--- src/rtl/prs_pkg.sv ---
// Package: constants and types for the power rail sequencer
package prs_pkg;
   // ----------------------------------------------------------------
   // Sizes
   // ----------------------------------------------------------------
   localparam int MAX_RAILS = 32;
   localparam int NUM_RAILS = 4;
   localparam int CLK_HZ = 10000000;
   localparam int CLK_NS = 100;
   // ----------------------------------------------------------------
   // Timing, in ms as configured, and derived cycle counts
   // ----------------------------------------------------------------
   localparam int TURN_ON_DELAY_MS = 250;
   localparam int TURN_ON_TIMEOUT_MS = 25;
   localparam int TURN_ON_DELAY_CYC = TURN_ON_DELAY_MS * (CLK_HZ / 1000);
   localparam int TURN_ON_TIMEOUT_CYC =
      TURN_ON_TIMEOUT_MS * (CLK_HZ / 1000);
   // ----------------------------------------------------------------
   // Window band: tolerance in percent around nominal
   // ----------------------------------------------------------------
   localparam int BAND_PCT = 10;
   localparam int SENSE_W = 12;
   // ----------------------------------------------------------------
   // Prerequisite masks: each rail waits for all earlier rails
   // ----------------------------------------------------------------
   localparam logic [31:0] PREREQ_DEFAULT = 32'h00007310;
   // ----------------------------------------------------------------
   // AHB-Lite register map (byte addresses)
   // ----------------------------------------------------------------
   localparam logic [7:0] ADDR_CTRL = 8'h00;
   localparam logic [7:0] ADDR_STATUS = 8'h04;
   localparam logic [7:0] ADDR_IRQ_STAT = 8'h08;
   localparam logic [7:0] ADDR_IRQ_MASK = 8'h0c;
   localparam logic [7:0] ADDR_FAULT = 8'h10;
   localparam logic [7:0] ADDR_NOM_BASE = 8'h20;
   // ----------------------------------------------------------------
   // Reset values
   // ----------------------------------------------------------------
   localparam logic [1:0] CTRL_RESET = 2'h1;
   localparam logic [SENSE_W-1:0] NOM_RESET = 12'h800;
   localparam logic [1:0] IRQ_MASK_RESET = 2'h0;
   // Event bits of the interrupt status register
   localparam int EV_FAULT = 0;
   localparam int EV_GOOD = 1;
   // ----------------------------------------------------------------
   // Sequencer states
   // ----------------------------------------------------------------
   typedef enum logic [1:0] {
      RS_OFF, RS_DELAY, RS_WAIT_GOOD, RS_ON
   } prs_rail_state_type;
endpackage

--- src/rtl/prs_sync.sv ---
// Two-flop synchroniser for a bus of level inputs
module prs_sync #(
   parameter int W = 4
) (
   input wire logic clk,
   input wire logic reset,
   input wire logic [W-1:0] d,
   output logic [W-1:0] q
);
   typedef struct packed {
      logic [W-1:0] meta;
      logic [W-1:0] out;
   } prs_sync_type;
   prs_sync_type r, next_r;

   // First stage feeds only the second stage
   always_comb begin
      next_r.meta = d;
      next_r.out = r.meta;
   end

   // Register
   always_ff @(posedge clk or posedge reset) begin
      if (reset) begin
         r <= '0;
      end else begin
         r <= next_r;
      end
   end

   assign q = r.out;
endmodule

--- src/rtl/prs_window.sv ---
// Window comparator: sensed level against a +/- band around nominal
module prs_window #(
   parameter int W = 12,
   parameter int PCT = 10
) (
   input wire logic clk,
   input wire logic reset,
   input wire logic [W-1:0] sense,
   input wire logic [W-1:0] nominal,
   output logic good,
   output logic under,
   output logic over
);
   typedef struct packed {
      logic good;
      logic under;
      logic over;
   } prs_window_type;
   prs_window_type r, next_r;
   logic [W+7:0] band;
   logic [W+1:0] lo;
   logic [W+1:0] hi;

   // Band edges; widened so the upper edge cannot wrap
   always_comb begin
      band = (W+8)'((W+8)'(nominal) * (W+8)'(PCT) / (W+8)'(100));
      lo = (W+2)'(nominal) - (W+2)'(band);
      hi = (W+2)'(nominal) + (W+2)'(band);
      next_r.under = (W+2)'(sense) < lo;
      next_r.over = (W+2)'(sense) > hi;
      next_r.good = !next_r.under && !next_r.over;
   end

   // Register
   always_ff @(posedge clk or posedge reset) begin
      if (reset) begin
         r <= '0;
      end else begin
         r <= next_r;
      end
   end

   assign good = r.good;
   assign under = r.under;
   assign over = r.over;
endmodule

--- src/rtl/prs_top.sv ---
// Power rail sequencer with fault shutdown, retry and AHB-Lite registers
// How it works
// Orders and times rail power-up; power-down drops all rails together; at most 32 rails.
// Each rail delivers a digital power-good input used for health.
// Optional per-rail window comparator yields power-good from sense level.
// Good inside +/-10 percent; under and over faults flagged outside.
// Separate under, over per rail kept for reporting.
// Any rail fault drops every rail enable.
// After fault shutdown the sequence restarts by itself.
// Power-good late after enable gives timeout fault, then retry.
// All-good output high only while every rail is powered.
// Default: four rails, one active-high control input, all-good and IRQ status outputs.
// One separate enable output per rail.
// A rail starts only after all rails in its prerequisite mask are up.
// After prerequisites, wait the turn-on delay before enabling.
// After enable, power-good within turn-on timeout or fault.
// Fault shutdown is immediate, retries never stop.
// Power-good inputs synchronised; fault status cleared when the first rail is enabled again.
module prs_top #(
   parameter int NUM_RAILS = prs_pkg::NUM_RAILS,
   parameter int TURN_ON_DELAY_CYC = prs_pkg::TURN_ON_DELAY_CYC,
   parameter int TURN_ON_TIMEOUT_CYC = prs_pkg::TURN_ON_TIMEOUT_CYC,
   parameter logic [31:0] PREREQ = prs_pkg::PREREQ_DEFAULT
) (
   input wire logic CLK,
   input wire logic RESET,
   input wire logic SEQ_CONTROL,
   input wire logic [NUM_RAILS-1:0] POWER_GOOD,
   input wire logic [NUM_RAILS*prs_pkg::SENSE_W-1:0] RAIL_SENSE,
   output logic [NUM_RAILS-1:0] RAIL_ENABLE_OUT,
   output logic ALL_GOOD,
   output logic IRQ,
   input wire logic HSEL,
   input wire logic [31:0] HADDR,
   input wire logic [1:0] HTRANS,
   input wire logic HWRITE,
   input wire logic [2:0] HSIZE,
   input wire logic [31:0] HWDATA,
   input wire logic HREADY,
   output logic [31:0] HRDATA,
   output logic HREADYOUT,
   output logic HRESP
);
   localparam int SW = prs_pkg::SENSE_W;
   localparam int CW = 32;

   // ----------------------------------------------------------------
   // State
   // ----------------------------------------------------------------
   typedef struct packed {
      prs_pkg::prs_rail_state_type [NUM_RAILS-1:0] st;
      logic [NUM_RAILS-1:0][CW-1:0] cnt;
      logic [NUM_RAILS-1:0] en;
      logic [NUM_RAILS-1:0] uv;
      logic [NUM_RAILS-1:0] ov;
      logic [NUM_RAILS-1:0] tmo;
      logic [NUM_RAILS-1:0][SW-1:0] nom;
      logic [1:0] ctrl;
      logic [1:0] irq_stat;
      logic [1:0] irq_mask;
      logic all_good;
      logic irq;
      logic ph_act;
      logic ph_wr;
      logic [7:0] ph_addr;
      logic [31:0] rdata;
   } prs_top_type;
   prs_top_type r, next_r;

   logic [NUM_RAILS-1:0] pg_sync;
   logic [NUM_RAILS-1:0] win_good;
   logic [NUM_RAILS-1:0] win_under;
   logic [NUM_RAILS-1:0] win_over;
   logic [NUM_RAILS-1:0] rail_good;
   logic [NUM_RAILS-1:0] powered;
   logic [NUM_RAILS-1:0] band_fault;
   logic any_fault;
   logic run;
   logic use_window;
   logic [31:0] mask_of;

   // ----------------------------------------------------------------
   // Input conditioning
   // ----------------------------------------------------------------
   // Regulator power-good arrives asynchronously
   prs_sync #(.W(NUM_RAILS)) u_pg_sync (
      .clk(CLK),
      .reset(RESET),
      .d(POWER_GOOD),
      .q(pg_sync)
   );

   // One window comparator per rail
   genvar gi;
   generate
      for (gi = 0; gi < NUM_RAILS; gi++) begin : g_win
         prs_window #(.W(SW), .PCT(prs_pkg::BAND_PCT)) u_win (
            .clk(CLK),
            .reset(RESET),
            .sense(RAIL_SENSE[gi*SW +: SW]),
            .nominal(r.nom[gi]),
            .good(win_good[gi]),
            .under(win_under[gi]),
            .over(win_over[gi])
         );
      end
   endgenerate

   // Select the source of power-good and find band faults
   always_comb begin
      use_window = r.ctrl[1];
      run = r.ctrl[0] && SEQ_CONTROL;
      rail_good = use_window ? win_good : pg_sync;
      for (int i = 0; i < NUM_RAILS; i++) begin
         powered[i] = r.st[i] == prs_pkg::RS_ON;
         band_fault[i] = powered[i] &&
            (use_window ? (win_under[i] || win_over[i]) : !pg_sync[i]);
      end
      any_fault = |band_fault;
   end

   // ----------------------------------------------------------------
   // Sequencer, fault handling and register bus
   // ----------------------------------------------------------------
   always_comb begin
      next_r = r;
      mask_of = 32'h0;
      // Per-rail sequencing; a fault drops every rail the same cycle
      for (int i = 0; i < NUM_RAILS; i++) begin
         mask_of = (PREREQ >> (4 * i)) & 32'hf;
         case (r.st[i])
            prs_pkg::RS_OFF: begin
               next_r.en[i] = 1'b0;
               if (run && ((mask_of[NUM_RAILS-1:0] & ~powered) == '0)) begin
                  next_r.st[i] = prs_pkg::RS_DELAY;
                  next_r.cnt[i] = '0;
               end
            end
            prs_pkg::RS_DELAY: begin
               next_r.cnt[i] = r.cnt[i] + 32'h1;
               if (r.cnt[i] >= CW'(TURN_ON_DELAY_CYC - 1)) begin
                  next_r.st[i] = prs_pkg::RS_WAIT_GOOD;
                  next_r.en[i] = 1'b1;
                  next_r.cnt[i] = '0;
               end
            end
            prs_pkg::RS_WAIT_GOOD: begin
               next_r.cnt[i] = r.cnt[i] + 32'h1;
               if (rail_good[i]) begin
                  next_r.st[i] = prs_pkg::RS_ON;
               end else if (r.cnt[i] >= CW'(TURN_ON_TIMEOUT_CYC - 1)) begin
                  next_r.tmo[i] = 1'b1;
               end
            end
            prs_pkg::RS_ON: begin
               next_r.en[i] = 1'b1;
            end
            default: begin
               next_r.st[i] = prs_pkg::RS_OFF;
            end
         endcase
         // Band faults latch separately per rail
         if (band_fault[i] && use_window) begin
            next_r.uv[i] = r.uv[i] | win_under[i];
            next_r.ov[i] = r.ov[i] | win_over[i];
         end else if (band_fault[i]) begin
            next_r.uv[i] = 1'b1;
         end
      end
      // Immediate group shutdown, then retry from OFF forever
      if (any_fault || (next_r.tmo & ~r.tmo) != '0 || !run) begin
         for (int i = 0; i < NUM_RAILS; i++) begin
            next_r.st[i] = prs_pkg::RS_OFF;
            next_r.en[i] = 1'b0;
         end
      end
      // Fault status clears when the first rail is enabled again; clearing
      // on leaving OFF would wipe it the cycle after shutdown, unread
      if (r.st[0] == prs_pkg::RS_DELAY &&
            next_r.st[0] == prs_pkg::RS_WAIT_GOOD) begin
         next_r.uv = '0;
         next_r.ov = '0;
         next_r.tmo = '0;
      end
      next_r.all_good = (next_r.st == {NUM_RAILS{prs_pkg::RS_ON}});
      // Events: set wins over a software clear in the same cycle
      if (r.ph_act && r.ph_wr && r.ph_addr == prs_pkg::ADDR_IRQ_STAT) begin
         next_r.irq_stat = r.irq_stat & ~HWDATA[1:0];
      end
      if (any_fault || (next_r.tmo & ~r.tmo) != '0) begin
         next_r.irq_stat[prs_pkg::EV_FAULT] = 1'b1;
      end
      if (next_r.all_good && !r.all_good) begin
         next_r.irq_stat[prs_pkg::EV_GOOD] = 1'b1;
      end
      // Data phase write
      if (r.ph_act && r.ph_wr) begin
         case (r.ph_addr)
            prs_pkg::ADDR_CTRL: next_r.ctrl = HWDATA[1:0];
            prs_pkg::ADDR_IRQ_MASK: next_r.irq_mask = HWDATA[1:0];
            default: begin
               for (int i = 0; i < NUM_RAILS; i++) begin
                  if (r.ph_addr == 8'(prs_pkg::ADDR_NOM_BASE + 4 * i)) begin
                     next_r.nom[i] = HWDATA[SW-1:0];
                  end
               end
            end
         endcase
      end
      next_r.irq = (next_r.irq_stat & next_r.irq_mask) != 2'h0;
      // Address phase capture; zero-wait slave
      next_r.ph_act = HSEL && HREADY && HTRANS[1];
      next_r.ph_wr = HWRITE;
      next_r.ph_addr = HADDR[7:0];
      next_r.rdata = 32'h0;
      if (HSEL && HREADY && HTRANS[1] && !HWRITE) begin
         case (HADDR[7:0])
            prs_pkg::ADDR_CTRL: next_r.rdata = {30'h0, r.ctrl};
            prs_pkg::ADDR_STATUS: next_r.rdata =
               32'({r.all_good, r.en});
            prs_pkg::ADDR_IRQ_STAT: next_r.rdata = {30'h0, r.irq_stat};
            prs_pkg::ADDR_IRQ_MASK: next_r.rdata = {30'h0, r.irq_mask};
            prs_pkg::ADDR_FAULT: next_r.rdata =
               {8'h0, 8'(r.tmo), 8'(r.ov), 8'(r.uv)};
            default: begin
               for (int i = 0; i < NUM_RAILS; i++) begin
                  if (HADDR[7:0] == 8'(prs_pkg::ADDR_NOM_BASE + 4 * i)) begin
                     next_r.rdata = 32'(r.nom[i]);
                  end
               end
            end
         endcase
      end
   end

   // Register
   always_ff @(posedge CLK or posedge RESET) begin
      if (RESET) begin
         r <= '0;
         r.ctrl <= prs_pkg::CTRL_RESET;
         r.irq_mask <= prs_pkg::IRQ_MASK_RESET;
         for (int i = 0; i < NUM_RAILS; i++) begin
            r.nom[i] <= prs_pkg::NOM_RESET;
         end
      end else begin
         r <= next_r;
      end
   end

   // Outputs straight from flops; bus always ready and OKAY
   assign RAIL_ENABLE_OUT = r.en;
   assign ALL_GOOD = r.all_good;
   assign IRQ = r.irq;
   assign HRDATA = r.rdata;
   assign HREADYOUT = 1'b1;
   assign HRESP = 1'b0;
endmodule

--- config.mk ---
export PLATFORM = sky130hd
export DESIGN_NAME = prs_top
export DESIGN_NICKNAME = d
export VERILOG_FILES = /design/src/rtl/prs_pkg.sv /design/src/rtl/prs_sync.sv /design/src/rtl/prs_window.sv /design/src/rtl/prs_top.sv
export SDC_FILE = /design/constraint.sdc
export NUM_CORES = 1
export LEC_CHECK = 0
export ABC_AREA = 1
export BUFFER_PORTS_ARGS = -buffer_cell sky130_fd_sc_hd__buf_2
export CAP_MARGIN = 5
export CELL_PAD_IN_SITES_DETAIL_PLACEMENT = 1
export CELL_PAD_IN_SITES_GLOBAL_PLACEMENT = 1
export CORE_MARGIN = 2
export CORE_UTILIZATION = 42
export DETAILED_ROUTE_END_ITERATION = 7
export PLACE_DENSITY = 0.8
export SLEW_MARGIN = 40
export SYNTH_ARGS = -nofsm -noshare
export SYNTH_HDL_FRONTEND = slang
export SYNTH_SLANG_ARGS = --single-unit
export TNS_END_PERCENT = 30
--- constraint.sdc ---
create_clock -name CLK -period 8.75 [get_ports CLK]
set_clock_uncertainty 0.1 [all_clocks]
set_input_delay 0.875 -clock CLK [delete_from_list [all_inputs] [get_ports CLK]]
set_output_delay 0.875 -clock CLK [all_outputs]
set_load 0.005 [all_outputs]
Word-level counts from Yosys, hierarchy flattened
Index checks and enable logic that the tools add are counted.
{ "totals": {"reg_bits": 270, "out_inout_bits": 40, "elab_cells": 303} }
{ "classes": {"n_addsub": 12, "mul": 4, "n_div": 4, "magnitude_cmp": 16, "eq_ne": 36, "n_mux": 79, "n_bitwise": 16, "n_reduce_logical": 88} }
{ "op_table": {"columns": ["cell", "n"], "rows": [
  ["two-way mux 32 bit", 12],
  ["one-hot mux 32 bit (3 select lines)", 4],
  ["one-hot mux 32 bit (5 select lines)", 1],
  ["adder 32 x 1 -> 32 bit, second input constant", 4],
  ["greater-or-equal comparator 32 x 18 -> 1 bit, second input constant", 4],
  ["greater-or-equal comparator 32 x 22 -> 1 bit, second input constant", 4],
  ["divider 16 x 7 -> 20 bit, second input constant", 4],
  ["equality test 8 x 6 -> 1 bit, second input constant", 8],
  ["multiplier 12 x 3 -> 15 bit, second input constant", 4],
  ["adder 12 x 14 -> 14 bit", 4],
  ["greater-than comparator 12 x 14 -> 1 bit", 4],
  ["less-than comparator 12 x 14 -> 1 bit", 4],
  ["subtractor 12 x 14 -> 14 bit", 4],
  ["two-way mux 1 bit", 34],
  ["equality test 8 x 4 -> 1 bit, second input constant", 4],
  ["two-way mux 2 bit", 15],
  ["two-way mux 12 bit", 2],
  ["one-hot mux 2 bit (3 select lines)", 4],
  ["nonzero test 3 bit", 8],
  ["nonzero test 4 bit", 6],
  ["logical AND 1 bit", 23],
  ["equality test 2 bit, second input constant", 9],
  ["AND reduction 2 bit", 9],
  ["logical NOT 8 bit", 2],
  ["24 further kinds", 78]
]} }

Logic depth before layout (Yosys ltp)
{ "depth": {"word_depth": 18, "ltp_mapped": 78, "ltp_nobuf": 78} }

Cells and area by module
From an unflattened synthesis, not the netlist that was laid out.
{ "unflattened": {"cells_unflattened": 3959, "area_unflattened_um2": 28054.4} }
{ "modules_own_cells": {"columns": ["module", "instances", "cells_each", "area_per_inst_um2", "seq_area_each_um2"], "rows": [
  ["prs_top", 1, 1704, 13511.7, 5861.9],
  ["prs_window (g_win[0].u_win ...)", 2, 550, 3495.9, 75.1],
  ["prs_window (g_win[2].u_win)", 1, 598, 3797.4, 75.1],
  ["prs_window (g_win[3].u_win)", 1, 548, 3549.7, 75.1],
  ["prs_sync", 1, 9, 203.9, 200.2]
]} }

Least setup slack after synthesis
Ideal clock, no wire load.
{ "synth_path": {"path_type": "reg-to-reg", "start": "register r[75] in the netlist's numbering", "end": "register g_win[2].u_win.r, in the netlist g_win[2].u_win.good", "setup_time_ps": 73, "arrival_ps": 8175, "setup_slack_ps": 403, "path_stages_with_launch": 71, "n_path_buf": 0, "cell_sequence": "dfrtp_1 ha_1 ha_1 inv_1 fa_1 inv_1 nand3_1 nand2_2 nand2_1 nand2_2 nand2_2 nand2_1 nand2_2 nand2_2 nand2_1 nand2_1 inv_2 nand3_1 (+35 left out) nand2_1 ha_1 inv_1 fa_1 o31ai_1 a21oi_1 o21bai_1 a21oi_1 o21ai_0 a21oi_1 o21ai_0 xor2_1 ha_1 nand2_1 inv_1 a221oi_1 a311oi_1 nor2_1"} }
{ "synth_rtl": {"columns": ["item", "line", "rtl"], "rows": [
  ["start, declared", "prs_top.sv:68", "prs_top_type r, next_r;"],
  ["start signal, assigned", "prs_top.sv:246", "r <= next_r;"],
  ["end signal, assigned", "prs_window.sv:39", "r <= next_r;"],
  ["end, declared", "prs_window.sv:19", "prs_window_type r, next_r;"]
]} }

==> results.cfg <==
[synth]
synthesis.area_um2 = 26800
synth_top_family_by_area = simple AND/OR/NAND/NOR gates
yosys_register_bits = 254
synth_area_leaders = dfrtp_1 23%, ha_1 13%, nand2_1 11%, inv_1 7.5%, xor2_1 5.9%
syn_inst = 3778
yosys_most_used_dff = dfrtp_1
synth-edff-count = 0
synth_mux_area_frac = 0
synth.avg_cell_area_um2 = 7.10
yosys.area_share.simple = 0.321
synth_compound_area_frac = 0.133
yosysWarnings = 0
yosysSeqAreaShare = 0.237
synthAdderAreaFrac = 0.141
async_reset_ff_frac = 1.00
ys_types = 72
synth_xor_area_frac = 0.0691
synth_top_cell_by_area = dfrtp_1
synth_top_area_share = 0.232

[timing]
setup_viol = 12
holdWs_ns = 0.183
setup_ws_ns = -1.90
grt_setup_unrepaired = yes
setup_tns_ns = -14.41
fmax_mhz = 93.9
slew_headroom = 0.411
worstMarginPinSlew_ns = 0.882
drv_slew = 0
period_minus_slack_ns = 10.65
finalHoldViolCount = 0
period_share = 1.22

[route]
drt_iter0_drc = 2195
vias = 31054
drt-total-wl_um = 122000
drtAntennaViolNets = 0
first_pass_iters = 6
via_per_inst = 5.85
drt_drc_violations_left = 0
wl_per_cell_um = 22.9

[global_route]
grt_use_total = 0.294
gr-total-overflow = 0
grt_max_degree = 105
grt_pass1_wl_um = 160000
grt_pass1_vias = 31427
antenna_found_initial = 5

[clock_tree]
cts.clk_slew.worst_paths_ns = 0.07
cts_root_buf = clkbuf_16
numCtsBuffers = 28
clockBufferDepth = 3
cts_tree = done
cts_sinks = 254
clk_latency_ns = 0.59
htree_levels = 1

[floorplanning]
ios = 167
die-area_um2 = 65900
die_w_um = 257
num_rows = 92
initial_core_util = 0.425
core-area_um2 = 63100
die_y_um = 257

[final_layout]
final_nets = 4858
layout-drive-gt1-share = 0.318
area_growth_syn_to_layout_pct = 33.9
fin_util = 0.569

[outcome]
violations = setup timing
status = finished with violations

[worst_setup_path]
critical_path_class = flop to flop
timing.critical_path.mode_cell = buf_4
crit_path_start = r[55]$_DFFE_PP0P_
critPathCaptureType = flop
cp_slowest_cell = dfrtp_2
critPathMaxStageDelay_ns = 0.50
start_kind = flop
r2r-start = r[55]$_DFFE_PP0P_
required_ns = 9.11
worst-path-max-fanout = 8
arrival_ns = 11.00

[place]
dp_hpwl_um = 69600
place_congestion = 0.885
portBuffers = 100

[run]
drv_cap = 0

[min_path]
hold_class = primary input to asynchronous set/reset pin
-- Yosys cell counts (25+ instances only) --
cell,instances
nand2_2,125
nand3_2,36
ha_1,283
nand2_4,43
nor3_1,76
nor2_1,287
o22ai_1,59
xnor2_1,25
nand4_1,79
dfrtp_1,249
nand3_1,232
clkbuf_1,31
xor2_1,181
inv_1,533
inv_2,46
o21ai_0,162
buf_4,39
nand2_1,763
nor4_1,38
o21ai_1,31
a21oi_1,191
o21bai_1,35
-- logic make-up (layout without fill, tap and decap cells) --
group	count (synthesis)	in the layout
AOI/OAI and AO/OA	599	599
xor gates and xnor gates	209	209
adders and majority gates	295	295
buffers and inverters	661	1325
DFF	254	254
other	2	21
and+or+nand+nor	1758	1758
-- sequential cells by signal, indices dropped and copies added (netlist names) --
register / cells
g_win.u_win.under: 4
g_win.u_win.good: 4
RAIL_ENABLE_OUT: 4
u_pg_sync.q: 4
HRDATA: 16
IRQ: 1
ALL_GOOD: 1
g_win.u_win.over: 4
r: 212
u_pg_sync.next_r: 4
-- area by class of cell --
| class | count | area (um2) |
|---|---|---|
| well taps | 846 | 1060 |
| diodes | 3 | 7.51 |
| clock inverters | 15 | 219 |
| flip-flops and latches | 254 | 6380 |
| multi-input cells | 2879 | 20200 |
| fillers | 7954 | 27200 |
| inverters | 588 | 2240 |
| clock buffers | 37 | 795 |
| repair buffers | 685 | 5000 |
-- final timing paths --
path | endpoint | slack (ns) | depth (start not counted)
worst min-delay path | r[153]$_DFFE_PP0P_ | 0.18 | 2
max in group asynchronous | r[51]$_DFFE_PP0P_ | 6.90 | 4
min in group CLK | u_pg_sync.q[1]$_DFF_PP0_ | 0.25 | 0
worst max register to register | g_win[0].u_win.good$_DFF_PP0_ | -1.90 | 72
worst max-delay path | g_win[0].u_win.good$_DFF_PP0_ | -1.90 | 72
worst min register to register | u_pg_sync.q[1]$_DFF_PP0_ | 0.25 | 0
-- routing by layer --
metal / track usage / up-vias / wire (um)
met2: 0.548 / 1384 / 60600
met5: 0 / - / 22
li1: - / 13768 / -
met4: 0.143 / 4 / 10900
met3: 0.0292 / 716 / 7180
met1: 0.333 / 15182 / 42800
-- critical path: cells and delay by family, from the launching register on --
| kind | cells | cell delay (ns) |
|---|---|---|
| simple gates | 40 | 4.37 |
| buf+inv | 15 | 1.87 |
| compound gates | 11 | 2.06 |
| flops | 1 | 0.50 |
| fa+ha+maj | 5 | 1.37 |
| xor+xnor | 1 | 0.19 |
-- cells in the final DEF (no fill, tap or decap), types with 9 or more instances in the layout --
| master | count |
|---|---|
| xor2_1 | 173 |
| a211oi_1 | 10 |
| buf_6 | 13 |
| o21bai_1 | 26 |
| o22ai_1 | 59 |
| nand3_1 | 193 |
| dfrtp_2 | 15 |
| o21ai_0 | 138 |
| nor2_2 | 18 |
| nand3_4 | 26 |
| o21ai_2 | 24 |
| nand2_2 | 174 |
| inv_1 | 519 |
| o221ai_1 | 11 |
| nand3b_1 | 11 |
| nand2_1 | 645 |
| conb_1 | 18 |
| o211ai_1 | 9 |
| inv_2 | 51 |
| nand3_2 | 56 |
| nand4_1 | 79 |
| nor3_1 | 75 |
| fa_2 | 12 |
| buf_2 | 100 |
| nand2_4 | 105 |
| nor2_1 | 271 |
| a21oi_1 | 155 |
| ha_1 | 245 |
| o21ai_1 | 33 |
| ha_4 | 30 |
| dfrtp_1 | 234 |
| a21o_1 | 10 |
| buf_4 | 568 |
| nor2_4 | 27 |
| clkbuf_16 | 28 |
| a21oi_2 | 33 |
| xnor2_1 | 24 |
| a21oi_4 | 9 |
| nor4_1 | 33 |
-- timing repair --
item / CTS / global route
gates resized for setup: 257 / 291
buffers inserted: 57 / 60
hold buffers: 0 / 0
pin swaps: 175 / 233
endpoints found under the hold margin: 0 / 0
setup endpoints to repair: 12 / 12
-- stage by stage --
step,std cells,setup WS (ns),instance area [um2]
2_1_floorplan,3794,0.403,26900
3_3_place_gp,5137,-0.484,31600
3_5_place_dp,5137,-1.12,31600
4_1_cts,5243,-0.483,34100
5_1_grt,5304,-2.11,35900
6_report,5307,-1.90,35900
Power is left out: the tool's default activity adds up to more than one toggle a clock period on the data nets, which glitch-free logic cannot reach.
